===== src/inc/adcsq_pkg.sv =====
// package for the converter sequencer and its register file
`default_nettype none
package adcsq_pkg;
	// register byte addresses on the axi4-lite bus
	localparam logic [3:0] ADDR_CTRL_A = 4'h0;
	localparam logic [3:0] ADDR_CTRL_B = 4'h4;
	localparam logic [3:0] ADDR_RES_LO = 4'h8;
	localparam logic [3:0] ADDR_RES_HI = 4'hC;
	localparam logic [4:0] ADDR_IRQ_STATUS = 5'h10;
	localparam logic [4:0] ADDR_IRQ_ENABLE = 5'h14;
	localparam logic [4:0] ADDR_IRQ_CLEAR = 5'h18;
	// control a field positions
	localparam int BIT_START = 7;
	localparam int BIT_BUSY = 6;
	localparam int BIT_ENABLE = 5;
	localparam int BIT_ALIGN = 4;
	// reset values
	localparam logic [7:0] RST_CTRL_A = 8'h00;
	localparam logic [7:0] RST_CTRL_B = 8'h00;
	// result width and conversion length in converter clock periods
	localparam int RES_W = 12;
	localparam int CONV_CLOCKS = 16;
	// axi responses
	localparam logic [1:0] RESP_OKAY = 2'h0;
	localparam logic [1:0] RESP_SLVERR = 2'h2;
	// codes of the input source, channel and reference fields
	localparam logic [2:0] SRC_BANDGAP = 3'h1;
	localparam logic [2:0] SRC_AMP_A = 3'h2;
	localparam logic [2:0] SRC_AMP_B = 3'h3;
	localparam logic [2:0] SRC_NEG_SUPPLY = 3'h4;
	localparam logic [3:0] CH_RESERVED = 4'h7;
	localparam logic [3:0] CH_LAST = 4'h9;
	localparam logic [1:0] REF_INTERNAL = 2'h1;

	// analog front-end steering bundle
	typedef struct packed {
		logic [9:0] channel_onehot; // external pin connected, bit n for input n
		logic bandgap_sel;
		logic amp_a_sel;
		logic amp_b_sel;
		logic neg_supply_sel;
		logic ref_internal;
		logic powered;
	} adcsq_mux_s;

	typedef enum logic [1:0] {IDLE, CONVERT} adcsq_state_e;
endpackage
`default_nettype wire


===== src/hw/adcsq_top.sv =====
// converter sequencer, register file and axi4-lite slave
// Operation
// - result is 12 bits unsigned from one shared multiplexed converter
// - start bit written high then low begins a conversion
// - busy flag set on start, cleared when conversion ends
// - busy flag is read only; writes to it ignored
// - enable bit low switches converter off, high enables it
// - disabled converter leaves result registers unchanged
// - alignment 0: high byte D11..D4, low byte upper nibble D3..D0
// - alignment 1: high byte low nibble D11..D8, low byte D7..D0
// - unused result bits read as zero
// - channel code n selects input n; code 0111 reserved
// - channel codes 1010 to 1111 connect no pin
// - source 001 bandgap, 010/011 amplifiers, 100 negative supply, else external
// - reference code 01 internal supply, other codes external pin
// - converter clock is system clock divided by two to the select value
// - pin used as analog input loses digital function and pull-high
// - conversion end sets an interrupt flag; busy may be polled instead
`default_nettype none
module adcsq_top #(
	parameter int CONV_CLOCKS = adcsq_pkg::CONV_CLOCKS
) (
	// clock and reset
	input wire logic clk,
	input wire logic nrst,
	// axi4-lite slave
	input wire logic [4:0] s_axi_awaddr,
	input wire logic s_axi_awvalid,
	output logic s_axi_awready,
	input wire logic [31:0] s_axi_wdata,
	input wire logic [3:0] s_axi_wstrb,
	input wire logic s_axi_wvalid,
	output logic s_axi_wready,
	output logic [1:0] s_axi_bresp,
	output logic s_axi_bvalid,
	input wire logic s_axi_bready,
	input wire logic [4:0] s_axi_araddr,
	input wire logic s_axi_arvalid,
	output logic s_axi_arready,
	output logic [31:0] s_axi_rdata,
	output logic [1:0] s_axi_rresp,
	output logic s_axi_rvalid,
	input wire logic s_axi_rready,
	// converter core
	input wire logic [11:0] core_result,
	output logic conv_clock,
	output logic sample_strobe,
	output adcsq_pkg::adcsq_mux_s mux,
	// pin function override, one bit per external input
	input wire logic [9:0] pin_analog_cfg,
	output logic [9:0] pin_digital_off,
	output logic [9:0] pin_pullup_off,
	// interrupt
	output logic irq
);
	logic [7:0] ctrl_a;
	logic [7:0] ctrl_b;
	logic [11:0] result;
	logic busy;
	logic irq_status;
	logic irq_enable;
	logic start_seen;
	logic [7:0] div_cnt;
	logic [7:0] div_mask;
	logic conv_tick;
	logic [7:0] clk_cnt;
	adcsq_pkg::adcsq_state_e state;
	logic aw_held;
	logic w_held;
	logic [4:0] aw_addr;
	logic [31:0] w_data;
	logic [3:0] w_strb;
	logic wr_do;
	logic rd_do;
	logic done;
	logic start_req;
	logic [7:0] next_ctrl_a;
	logic [7:0] res_lo;
	logic [7:0] res_hi;
	logic [31:0] next_rdata;
	logic wr_hit_a;

	// write channels are taken independently, then committed once both are held
	assign s_axi_awready = !aw_held && !s_axi_bvalid;
	assign s_axi_wready = !w_held && !s_axi_bvalid;
	assign wr_do = aw_held && w_held && !s_axi_bvalid;
	assign s_axi_arready = !s_axi_rvalid;
	assign rd_do = s_axi_arvalid && s_axi_arready;

	// address and data capture
	always_ff @(posedge clk or negedge nrst)
	begin
		if (!nrst)
		begin
			aw_held <= 1'b0;
			w_held <= 1'b0;
			aw_addr <= 5'h00;
			w_data <= 32'h0000_0000;
			w_strb <= 4'h0;
		end
		else
		begin
			if (s_axi_awvalid && s_axi_awready)
			begin
				aw_held <= 1'b1;
				aw_addr <= s_axi_awaddr;
			end
			else if (wr_do)
				aw_held <= 1'b0;
			if (s_axi_wvalid && s_axi_wready)
			begin
				w_held <= 1'b1;
				w_data <= s_axi_wdata;
				w_strb <= s_axi_wstrb;
			end
			else if (wr_do)
				w_held <= 1'b0;
		end
	end

	// write response: unmapped and read-only offsets answer slverr
	always_ff @(posedge clk or negedge nrst)
	begin
		if (!nrst)
		begin
			s_axi_bvalid <= 1'b0;
			s_axi_bresp <= adcsq_pkg::RESP_OKAY;
		end
		else if (wr_do)
		begin
			s_axi_bvalid <= 1'b1;
			case (aw_addr)
				{1'b0, adcsq_pkg::ADDR_CTRL_A}, {1'b0, adcsq_pkg::ADDR_CTRL_B},
				adcsq_pkg::ADDR_IRQ_ENABLE, adcsq_pkg::ADDR_IRQ_CLEAR:
					s_axi_bresp <= adcsq_pkg::RESP_OKAY;
				default:
					s_axi_bresp <= adcsq_pkg::RESP_SLVERR;
			endcase
		end
		else if (s_axi_bready)
			s_axi_bvalid <= 1'b0;
	end

	assign wr_hit_a = wr_do && aw_addr == {1'b0, adcsq_pkg::ADDR_CTRL_A} && w_strb[0];

	// busy bit keeps the hardware value whatever software writes
	always_comb
	begin
		next_ctrl_a = w_data[7:0];
		next_ctrl_a[adcsq_pkg::BIT_BUSY] = 1'b0;
	end

	// start arms on the high write and fires on the following low write
	assign start_req = wr_hit_a && start_seen && !next_ctrl_a[adcsq_pkg::BIT_START];

	// control registers
	always_ff @(posedge clk or negedge nrst)
	begin
		if (!nrst)
		begin
			ctrl_a <= adcsq_pkg::RST_CTRL_A;
			ctrl_b <= adcsq_pkg::RST_CTRL_B;
			start_seen <= 1'b0;
		end
		else
		begin
			if (wr_hit_a)
			begin
				ctrl_a <= next_ctrl_a;
				start_seen <= next_ctrl_a[adcsq_pkg::BIT_START];
			end
			if (wr_do && aw_addr == {1'b0, adcsq_pkg::ADDR_CTRL_B} && w_strb[0])
				ctrl_b <= w_data[7:0];
		end
	end

	// divider: a count held at zero while idle; mask picks divide by 2**select
	assign div_mask = 8'(({1'b0, 8'h01} << ctrl_b[2:0]) - 9'h001);
	assign conv_tick = (div_cnt & div_mask) == div_mask;
	always_ff @(posedge clk or negedge nrst)
	begin
		if (!nrst)
			div_cnt <= 8'h00;
		else if (state == adcsq_pkg::IDLE)
			div_cnt <= 8'h00;
		else
			div_cnt <= div_cnt + 8'h01;
	end
	// clock output is the top bit of the divided count, full rate passes through
	assign conv_clock = (ctrl_b[2:0] == 3'h0) ? clk : div_cnt[ctrl_b[2:0] - 3'h1];

	// sequencer: counts converter clocks while converting
	// a tick that meets a switch-off is an abort: no strobe, no result, no flag
	assign done = state == adcsq_pkg::CONVERT && conv_tick && ctrl_a[adcsq_pkg::BIT_ENABLE]
		&& clk_cnt == 8'(CONV_CLOCKS - 1);
	always_ff @(posedge clk or negedge nrst)
	begin
		if (!nrst)
		begin
			state <= adcsq_pkg::IDLE;
			busy <= 1'b0;
			clk_cnt <= 8'h00;
		end
		else
		begin
			case (state)
				adcsq_pkg::IDLE:
					if (start_req && ctrl_a[adcsq_pkg::BIT_ENABLE])
					begin
						state <= adcsq_pkg::CONVERT;
						busy <= 1'b1;
						clk_cnt <= 8'h00;
					end
				adcsq_pkg::CONVERT:
					if (!ctrl_a[adcsq_pkg::BIT_ENABLE])
					begin
						// switching off aborts; the result is left alone
						state <= adcsq_pkg::IDLE;
						busy <= 1'b0;
					end
					else if (done)
					begin
						state <= adcsq_pkg::IDLE;
						busy <= 1'b0;
					end
					else if (conv_tick)
						clk_cnt <= clk_cnt + 8'h01;
				default:
					state <= adcsq_pkg::IDLE;
			endcase
		end
	end
	assign sample_strobe = done;

	// result capture only on a completed, enabled conversion
	always_ff @(posedge clk or negedge nrst)
	begin
		if (!nrst)
			result <= 12'h000;
		else if (done && ctrl_a[adcsq_pkg::BIT_ENABLE])
			result <= core_result;
	end

	// alignment of the 12-bit value into two bytes
	always_comb
	begin
		if (ctrl_a[adcsq_pkg::BIT_ALIGN])
		begin
			res_hi = {4'h0, result[11:8]};
			res_lo = result[7:0];
		end
		else
		begin
			res_hi = result[11:4];
			res_lo = {result[3:0], 4'h0};
		end
	end

	// input multiplexer steering; the core only sees what is selected here
	always_comb
	begin
		mux = '0;
		mux.powered = ctrl_a[adcsq_pkg::BIT_ENABLE];
		mux.ref_internal = ctrl_b[4:3] == adcsq_pkg::REF_INTERNAL;
		case (ctrl_b[7:5])
			adcsq_pkg::SRC_BANDGAP: mux.bandgap_sel = 1'b1;
			adcsq_pkg::SRC_AMP_A: mux.amp_a_sel = 1'b1;
			adcsq_pkg::SRC_AMP_B: mux.amp_b_sel = 1'b1;
			adcsq_pkg::SRC_NEG_SUPPLY: mux.neg_supply_sel = 1'b1;
			default: mux.bandgap_sel = 1'b0;
		endcase
		// external switch closes even with an internal source, so software
		// must use a floating code there
		if (ctrl_a[3:0] <= adcsq_pkg::CH_LAST && ctrl_a[3:0] != adcsq_pkg::CH_RESERVED)
			mux.channel_onehot = 10'(10'h001 << ctrl_a[3:0]);
		else
			mux.channel_onehot = 10'h000;
	end

	// analog pins drop their digital role and pull-high
	assign pin_digital_off = pin_analog_cfg;
	assign pin_pullup_off = pin_analog_cfg;

	// completion interrupt; a new completion beats a same-cycle clear
	always_ff @(posedge clk or negedge nrst)
	begin
		if (!nrst)
		begin
			irq_status <= 1'b0;
			irq_enable <= 1'b0;
		end
		else
		begin
			if (done)
				irq_status <= 1'b1;
			else if (wr_do && aw_addr == adcsq_pkg::ADDR_IRQ_CLEAR && w_strb[0] && w_data[0])
				irq_status <= 1'b0;
			if (wr_do && aw_addr == adcsq_pkg::ADDR_IRQ_ENABLE && w_strb[0])
				irq_enable <= w_data[0];
		end
	end
	assign irq = irq_status && irq_enable;

	// read decode
	always_comb
	begin
		next_rdata = 32'h0000_0000;
		case (s_axi_araddr)
			{1'b0, adcsq_pkg::ADDR_CTRL_A}:
			begin
				next_rdata[7:0] = ctrl_a;
				next_rdata[adcsq_pkg::BIT_BUSY] = busy;
			end
			{1'b0, adcsq_pkg::ADDR_CTRL_B}: next_rdata[7:0] = ctrl_b;
			{1'b0, adcsq_pkg::ADDR_RES_LO}: next_rdata[7:0] = res_lo;
			{1'b0, adcsq_pkg::ADDR_RES_HI}: next_rdata[7:0] = res_hi;
			adcsq_pkg::ADDR_IRQ_STATUS: next_rdata[0] = irq_status;
			adcsq_pkg::ADDR_IRQ_ENABLE: next_rdata[0] = irq_enable;
			default: next_rdata = 32'h0000_0000;
		endcase
	end

	// read data channel
	always_ff @(posedge clk or negedge nrst)
	begin
		if (!nrst)
		begin
			s_axi_rvalid <= 1'b0;
			s_axi_rdata <= 32'h0000_0000;
			s_axi_rresp <= adcsq_pkg::RESP_OKAY;
		end
		else if (rd_do)
		begin
			s_axi_rvalid <= 1'b1;
			s_axi_rdata <= next_rdata;
			case (s_axi_araddr)
				{1'b0, adcsq_pkg::ADDR_CTRL_A}, {1'b0, adcsq_pkg::ADDR_CTRL_B},
				{1'b0, adcsq_pkg::ADDR_RES_LO}, {1'b0, adcsq_pkg::ADDR_RES_HI},
				adcsq_pkg::ADDR_IRQ_STATUS, adcsq_pkg::ADDR_IRQ_ENABLE:
					s_axi_rresp <= adcsq_pkg::RESP_OKAY;
				default:
					s_axi_rresp <= adcsq_pkg::RESP_SLVERR;
			endcase
		end
		else if (s_axi_rready)
			s_axi_rvalid <= 1'b0;
	end

	// checks
	chk_start_sets_busy: assert property (@(posedge clk) disable iff (!nrst)
		start_req && ctrl_a[adcsq_pkg::BIT_ENABLE] && state == adcsq_pkg::IDLE |=> busy)
		else $error("busy not set after start");
	chk_done_clears_busy: assert property (@(posedge clk) disable iff (!nrst)
		done && ctrl_a[adcsq_pkg::BIT_ENABLE] |=> !busy && result == $past(core_result))
		else $error("completion did not clear busy and load result");
	chk_busy_write_ignored: assert property (@(posedge clk) disable iff (!nrst)
		!busy && state == adcsq_pkg::IDLE && !start_req |=> !busy)
		else $error("busy rose without start");
	chk_off_no_start: assert property (@(posedge clk) disable iff (!nrst)
		!ctrl_a[adcsq_pkg::BIT_ENABLE] |=> state == adcsq_pkg::IDLE)
		else $error("converter runs while disabled");
	chk_off_holds_result: assert property (@(posedge clk) disable iff (!nrst)
		!ctrl_a[adcsq_pkg::BIT_ENABLE] |=> $stable(result))
		else $error("result changed while disabled");
	chk_align_zero: assert property (@(posedge clk) disable iff (!nrst)
		(ctrl_a[adcsq_pkg::BIT_ALIGN] ? res_hi[7:4] : res_lo[3:0]) == 4'h0)
		else $error("unused result bits not zero");
	chk_chan_float: assert property (@(posedge clk) disable iff (!nrst)
		ctrl_a[3:0] > adcsq_pkg::CH_LAST || ctrl_a[3:0] == adcsq_pkg::CH_RESERVED
		|-> mux.channel_onehot == 10'h000)
		else $error("pin connected on floating code");
	chk_done_irq: assert property (@(posedge clk) disable iff (!nrst)
		done |=> irq_status ##0 (irq == irq_enable))
		else $error("completion flag missing");
endmodule // adcsq_top
`default_nettype wire


===== config.mk =====
export PLATFORM = sky130hd
export DESIGN_NAME = adcsq_top
export DESIGN_NICKNAME = d
export VERILOG_FILES = /design/src/inc/adcsq_pkg.sv /design/src/hw/adcsq_top.sv
export SDC_FILE = /design/constraint.sdc
export NUM_CORES = 1
export LEC_CHECK = 0
export ABC_CLOCK_PERIOD_IN_PS = 3550
export BUFFER_PORTS_ARGS = -buffer_cell sky130_fd_sc_hd__buf_2
export CAP_MARGIN = 20
export CORE_UTILIZATION = 42
export CTS_CLUSTER_DIAMETER = 120
export DETAILED_ROUTE_END_ITERATION = 8
export GPL_TIMING_DRIVEN = 0
export PLACE_DENSITY = 0.69
export SLEW_MARGIN = 20
export SYNTH_ARGS = -nofsm -noshare
export SYNTH_HDL_FRONTEND = slang
export SYNTH_SLANG_ARGS = --single-unit

===== constraint.sdc =====
create_clock -name clk -period 3.55 [get_ports clk]
set_clock_uncertainty 0.2 [all_clocks]
set_input_delay 0.355 -clock clk [delete_from_list [all_inputs] [get_ports clk]]
set_output_delay 0.355 -clock clk [all_outputs]
set_load 0.05 [all_outputs]

# Yosys cells after proc, flatten, opt, wreduce, memory -nomap -nowiden
# Cells that the tools add are included.
[word_totals]
out_inout_bits = 80
word_cells = 133
inputBits = 75
register_bits = 79
[classes]
bitwise_logic = 1
shift = 2
reduce_logical = 45
order_cmp = 2
n_mux = 37
n_eq_ne = 22
addsub = 4
[op_table]
columns = ["cell", "count"]
rows = [
  ["$mux W8", 7],
  ["$pmux W7 S4", 1],
  ["$logic_and A1 B1 Y1", 25],
  ["$eq A5 B5 Y1 const B", 4],
  ["$mux W1", 18],
  ["$add A8 B1 Y8 const B", 2],
  ["$pmux W8 S2", 1],
  ["$reduce_bool A2 Y1", 6],
  ["$eq A5 B3 Y1 const B", 2],
  ["$eq A5 B4 Y1 const B", 2],
  ["$logic_not A5 Y1", 2],
  ["$mux W10", 1],
  ["$mux W2", 5],
  ["$shl A1 B4 Y10 const A", 1],
  ["$and A8 B8 Y8", 1],
  ["$eq A8 B4 Y1 const B", 1],
  ["$eq A8 B8 Y1", 1],
  ["$shl A1 B3 Y8 const A", 1],
  ["$sub A8 B1 Y8 const B", 1],
  ["$eq A3 B2 Y1 const B", 2],
  ["$ne A2 B2 Y1 const B", 3],
  ["$pmux W1 S6", 1],
  ["$reduce_or A6 Y1", 1],
  ["$logic_not A1 Y1", 5],
  ["18 further kinds", 19],
]

# Logic depth before layout (Yosys ltp)
[logic_depth]
depth_word = 10
mapped_depth = 10
ltp_nobuf = 9

==> impl_metrics.toml <==
[floorplanning]
fp.dieW_um = 103
design.core.area_um2 = 9820
die_y_um = 103
rows = 36
die_area_um2 = 10600
starting_density_of_the_core_pct = 43.7
top_level_ports = 155

[placed_design]
place_congestion = 0.816
buffer_ports.inserted = 89
placed_instances = 649
detailedPlacementHpwl_um = 7250

[drt]
detailedRoute.firstIterationViolations = 133
drt_pre_antenna_iters = 5
routed_via_density = 4.96
routed-via-count = 3485
wl_um = 9890
met3WireLength_um = 613
highest_layer = "met4"
ant_nets = 0
drt-met1-wl_um = 4130
met2_wl_post_dr_um = 5020
routed_wire_length_per_instance_um = 14.1
drt_drc_violations_left = 0

[synthesis]
top_cells_by_area_in_the_synthesized_netlist = "sky130_fd_sc_hd__dfrtp_1 43%, sky130_fd_sc_hd__mux2_2 9.2%, sky130_fd_sc_hd__buf_4 8.4%, sky130_fd_sc_hd__mux2i_1 3.3%, sky130_fd_sc_hd__nand2_1 3.0%"
synth_seq_area_share_pct = 43.2
synthMostInstantiatedCell = "sky130_fd_sc_hd__dfrtp_1"
syn-cell-area_um2 = 4290
synth.yosys.warnings = 0
synth_flop_cell = "sky130_fd_sc_hd__dfrtp_1"
yosys-top-cells-count = "74 x sky130_fd_sc_hd__dfrtp_1, 48 x sky130_fd_sc_hd__buf_4, 35 x sky130_fd_sc_hd__mux2_2, 34 x sky130_fd_sc_hd__nand2_1, 17 x sky130_fd_sc_hd__nor2_1"
ys_seq_elements = 74
synth_top_area_share_pct = 43.2
distinct_cell_type_count_after_synthesis = 54
proportion_of_synthesized_flip_flops_having_asynchronous_set_or_reset_pct = 100
postSynthAreaPerCell_um2 = 10.7
syn-instance-count = 400
yosys.area.top_type = "sky130_fd_sc_hd__dfrtp_1"
synth_enable_flop_cells = 0

[timing]
finalMaxSlewViolations = 0
final-hold-violation-count = 0
fmax_mhz = 296
tightestPinTransition_ns = 0.606
slew_headroom_pct = 59.2
rsz0062_at_grt = "false"
timing.final.setup_violations = 0
final.setup.tns_ns = 0
post-route-period-util_pct = 95.3
final.min_clock_period_ns = 3.38

[layout]
num-nets-final = 648
final_layout_size_suffix_gt1_share_pct = 38.9
antenna_cells_inserted = 0
synthToLayoutAreaGrowth_pct = 30.9
stdcell_count = 703
total_area_of_multi_input_combinational_cells_um2 = 2090
num-fill-cells = 869
area.sequential_um2 = 1850

[grt]
grt_max_degree = 39
globalRoute.totalOverflow = 0
grt_use_total_pct = 19.5
first_pass_grt_wire_length_um = 15700
grt_antenna_before_repair = 0
grt_pass1_vias = 3340

[critical_path]
category_of_the_worst_setup_path_capture_point = "output pin"
worstSetupStartpointType = "flip-flop"
cp_data_required_time_ns = 2.99
critPathKind = "reg2out"
crit_path_max_fanout = 10
arrival_ns = 2.83

[worst_hold_path]
hold_class = "in2reg"

[clock_network]
clk_pin_slew_worst_paths_ns = 0.08
clock_latency_ns = 0.45
tritoncts = "yes"

[job]
max_cap_violations = 0

[power]
irDropWorstVdd_mv = 0.409
power-per-cell-area_nw_per_um2 = 575
total_leakage_power_nw = 2.72

[outcome]
status = "complete, no violations"
cell type report:
cell class,instances,area share [%]
plain buffers,61,7.60
multi-input cells,282,37.2
clock inverters,5,0.691
clock buffers,15,3.52
inverters,9,0.602
repair buffers,124,14.4
flip-flops and latches,74,33.0
well taps,133,2.96
placed cells by master (no fill, tap or decap), types with 9 or more instances in the layout:
cell and instances:
sky130_fd_sc_hd__buf_4 53, sky130_fd_sc_hd__mux2_2 35, sky130_fd_sc_hd__nand3_1 12, sky130_fd_sc_hd__dlygate4sd3_1 32
sky130_fd_sc_hd__clkbuf_8 14, sky130_fd_sc_hd__dfrtp_1 73, sky130_fd_sc_hd__mux2i_1 14, sky130_fd_sc_hd__clkbuf_1 9
sky130_fd_sc_hd__buf_2 89, sky130_fd_sc_hd__nor3_1 12, sky130_fd_sc_hd__nand2_1 34, sky130_fd_sc_hd__nand2b_1 9
sky130_fd_sc_hd__and2_1 10, sky130_fd_sc_hd__o21ai_0 16, sky130_fd_sc_hd__nor2_1 17, sky130_fd_sc_hd__conb_1 27
final timing paths:
check                           depth (start not counted)              to  slack (ns)           start
worst max register to register                         10       result[4]        0.77       ctrl_b[1]
worst min register to register                          2  s_axi_rresp[1]        0.28  s_axi_rresp[1]
worst min-delay path                                    3  s_axi_rdata[4]        0.03   s_axi_arvalid
max in group asynchronous                               3       ctrl_b[0]        2.37            nrst
min in group asynchronous                               2      aw_addr[0]        0.21            nrst
worst max-delay path                                   10   sample_strobe        0.17       ctrl_b[1]
worst max-delay path: stages (launching register included):
cell                        delay (ns)
sky130_fd_sc_hd__dfrtp_1          0.43
sky130_fd_sc_hd__inv_1            0.16
sky130_fd_sc_hd__ha_2             0.25
sky130_fd_sc_hd__nand2_1          0.07
sky130_fd_sc_hd__ha_1             0.27
sky130_fd_sc_hd__nor2_1           0.06
sky130_fd_sc_hd__a2111oi_4        0.24
sky130_fd_sc_hd__o2111ai_4        0.20
sky130_fd_sc_hd__nor3_4           0.27
sky130_fd_sc_hd__buf_6            0.21
sky130_fd_sc_hd__buf_4            0.22
cell families after synthesis:
logic type                 after synthesis  synth area share, %
AOI/OAI and AO/OA                       50                 9.04
xor gates and xnor gates                 9                 1.84
adders and majority gates                8                 2.33
buffers and inverters                   70                 10.7
DFF                                     74                 43.2
muxes                                   60                 16.8
other                                    1               0.0874
and+or+nand+nor                        128                 16.0
metrics by stage:
stage          cell area [µm²]  utilization (%)  hold slack (ns)  setup slack (ns)  total power, mW
6_report                  5610             57.2           0.0325             0.168             3.23
5_1_grt                   5610             57.2           0.0553            0.0170             3.42
4_1_cts                   5610             57.1           0.0180           0.00556             3.26
3_5_place_dp              5020             51.1            0.162             0.178             2.48
3_3_place_gp              5000             50.9            0.261             0.225             2.44
2_1_floorplan             4390                -           -0.141             0.676             2.19
power by group:
| group | internal, mW | switching [mW] | leakage, nW |
|---|---|---|---|
| sequential | 1.00 | 0.174 | 0.982 |
| combinational | 0.486 | 0.783 | 1.62 |
| clock | 0.381 | 0.404 | 0.113 |
timing repair:
action / 4_1_cts / 5_1_grt
resized for setup: 3 / 3
buffers inserted: 3 / 0
hold buffers: 32 / 0
gates cloned: 0 / 0
setup endpoints to repair: 1 / 1
pin swaps: 3 / 0
hold endpoints to repair: 67 / 0
state kept, by name, indices dropped and copies added (netlist names), 5 cells and up:
name         flops
s_axi_rdata      8
ctrl_a           6
ctrl_b           8
aw_addr          5
w_data           8
result          12
clk_cnt          8
div_cnt          8
metal layers:
metal / track usage, % / up-vias
met2: 33.7 / 144
li1: - / 1667
met4: 7.37 / 0
met1: 23.8 / 1663
met3: 4.20 / 11
met5: 0 / -
Power figures use the tool's default switching activity.
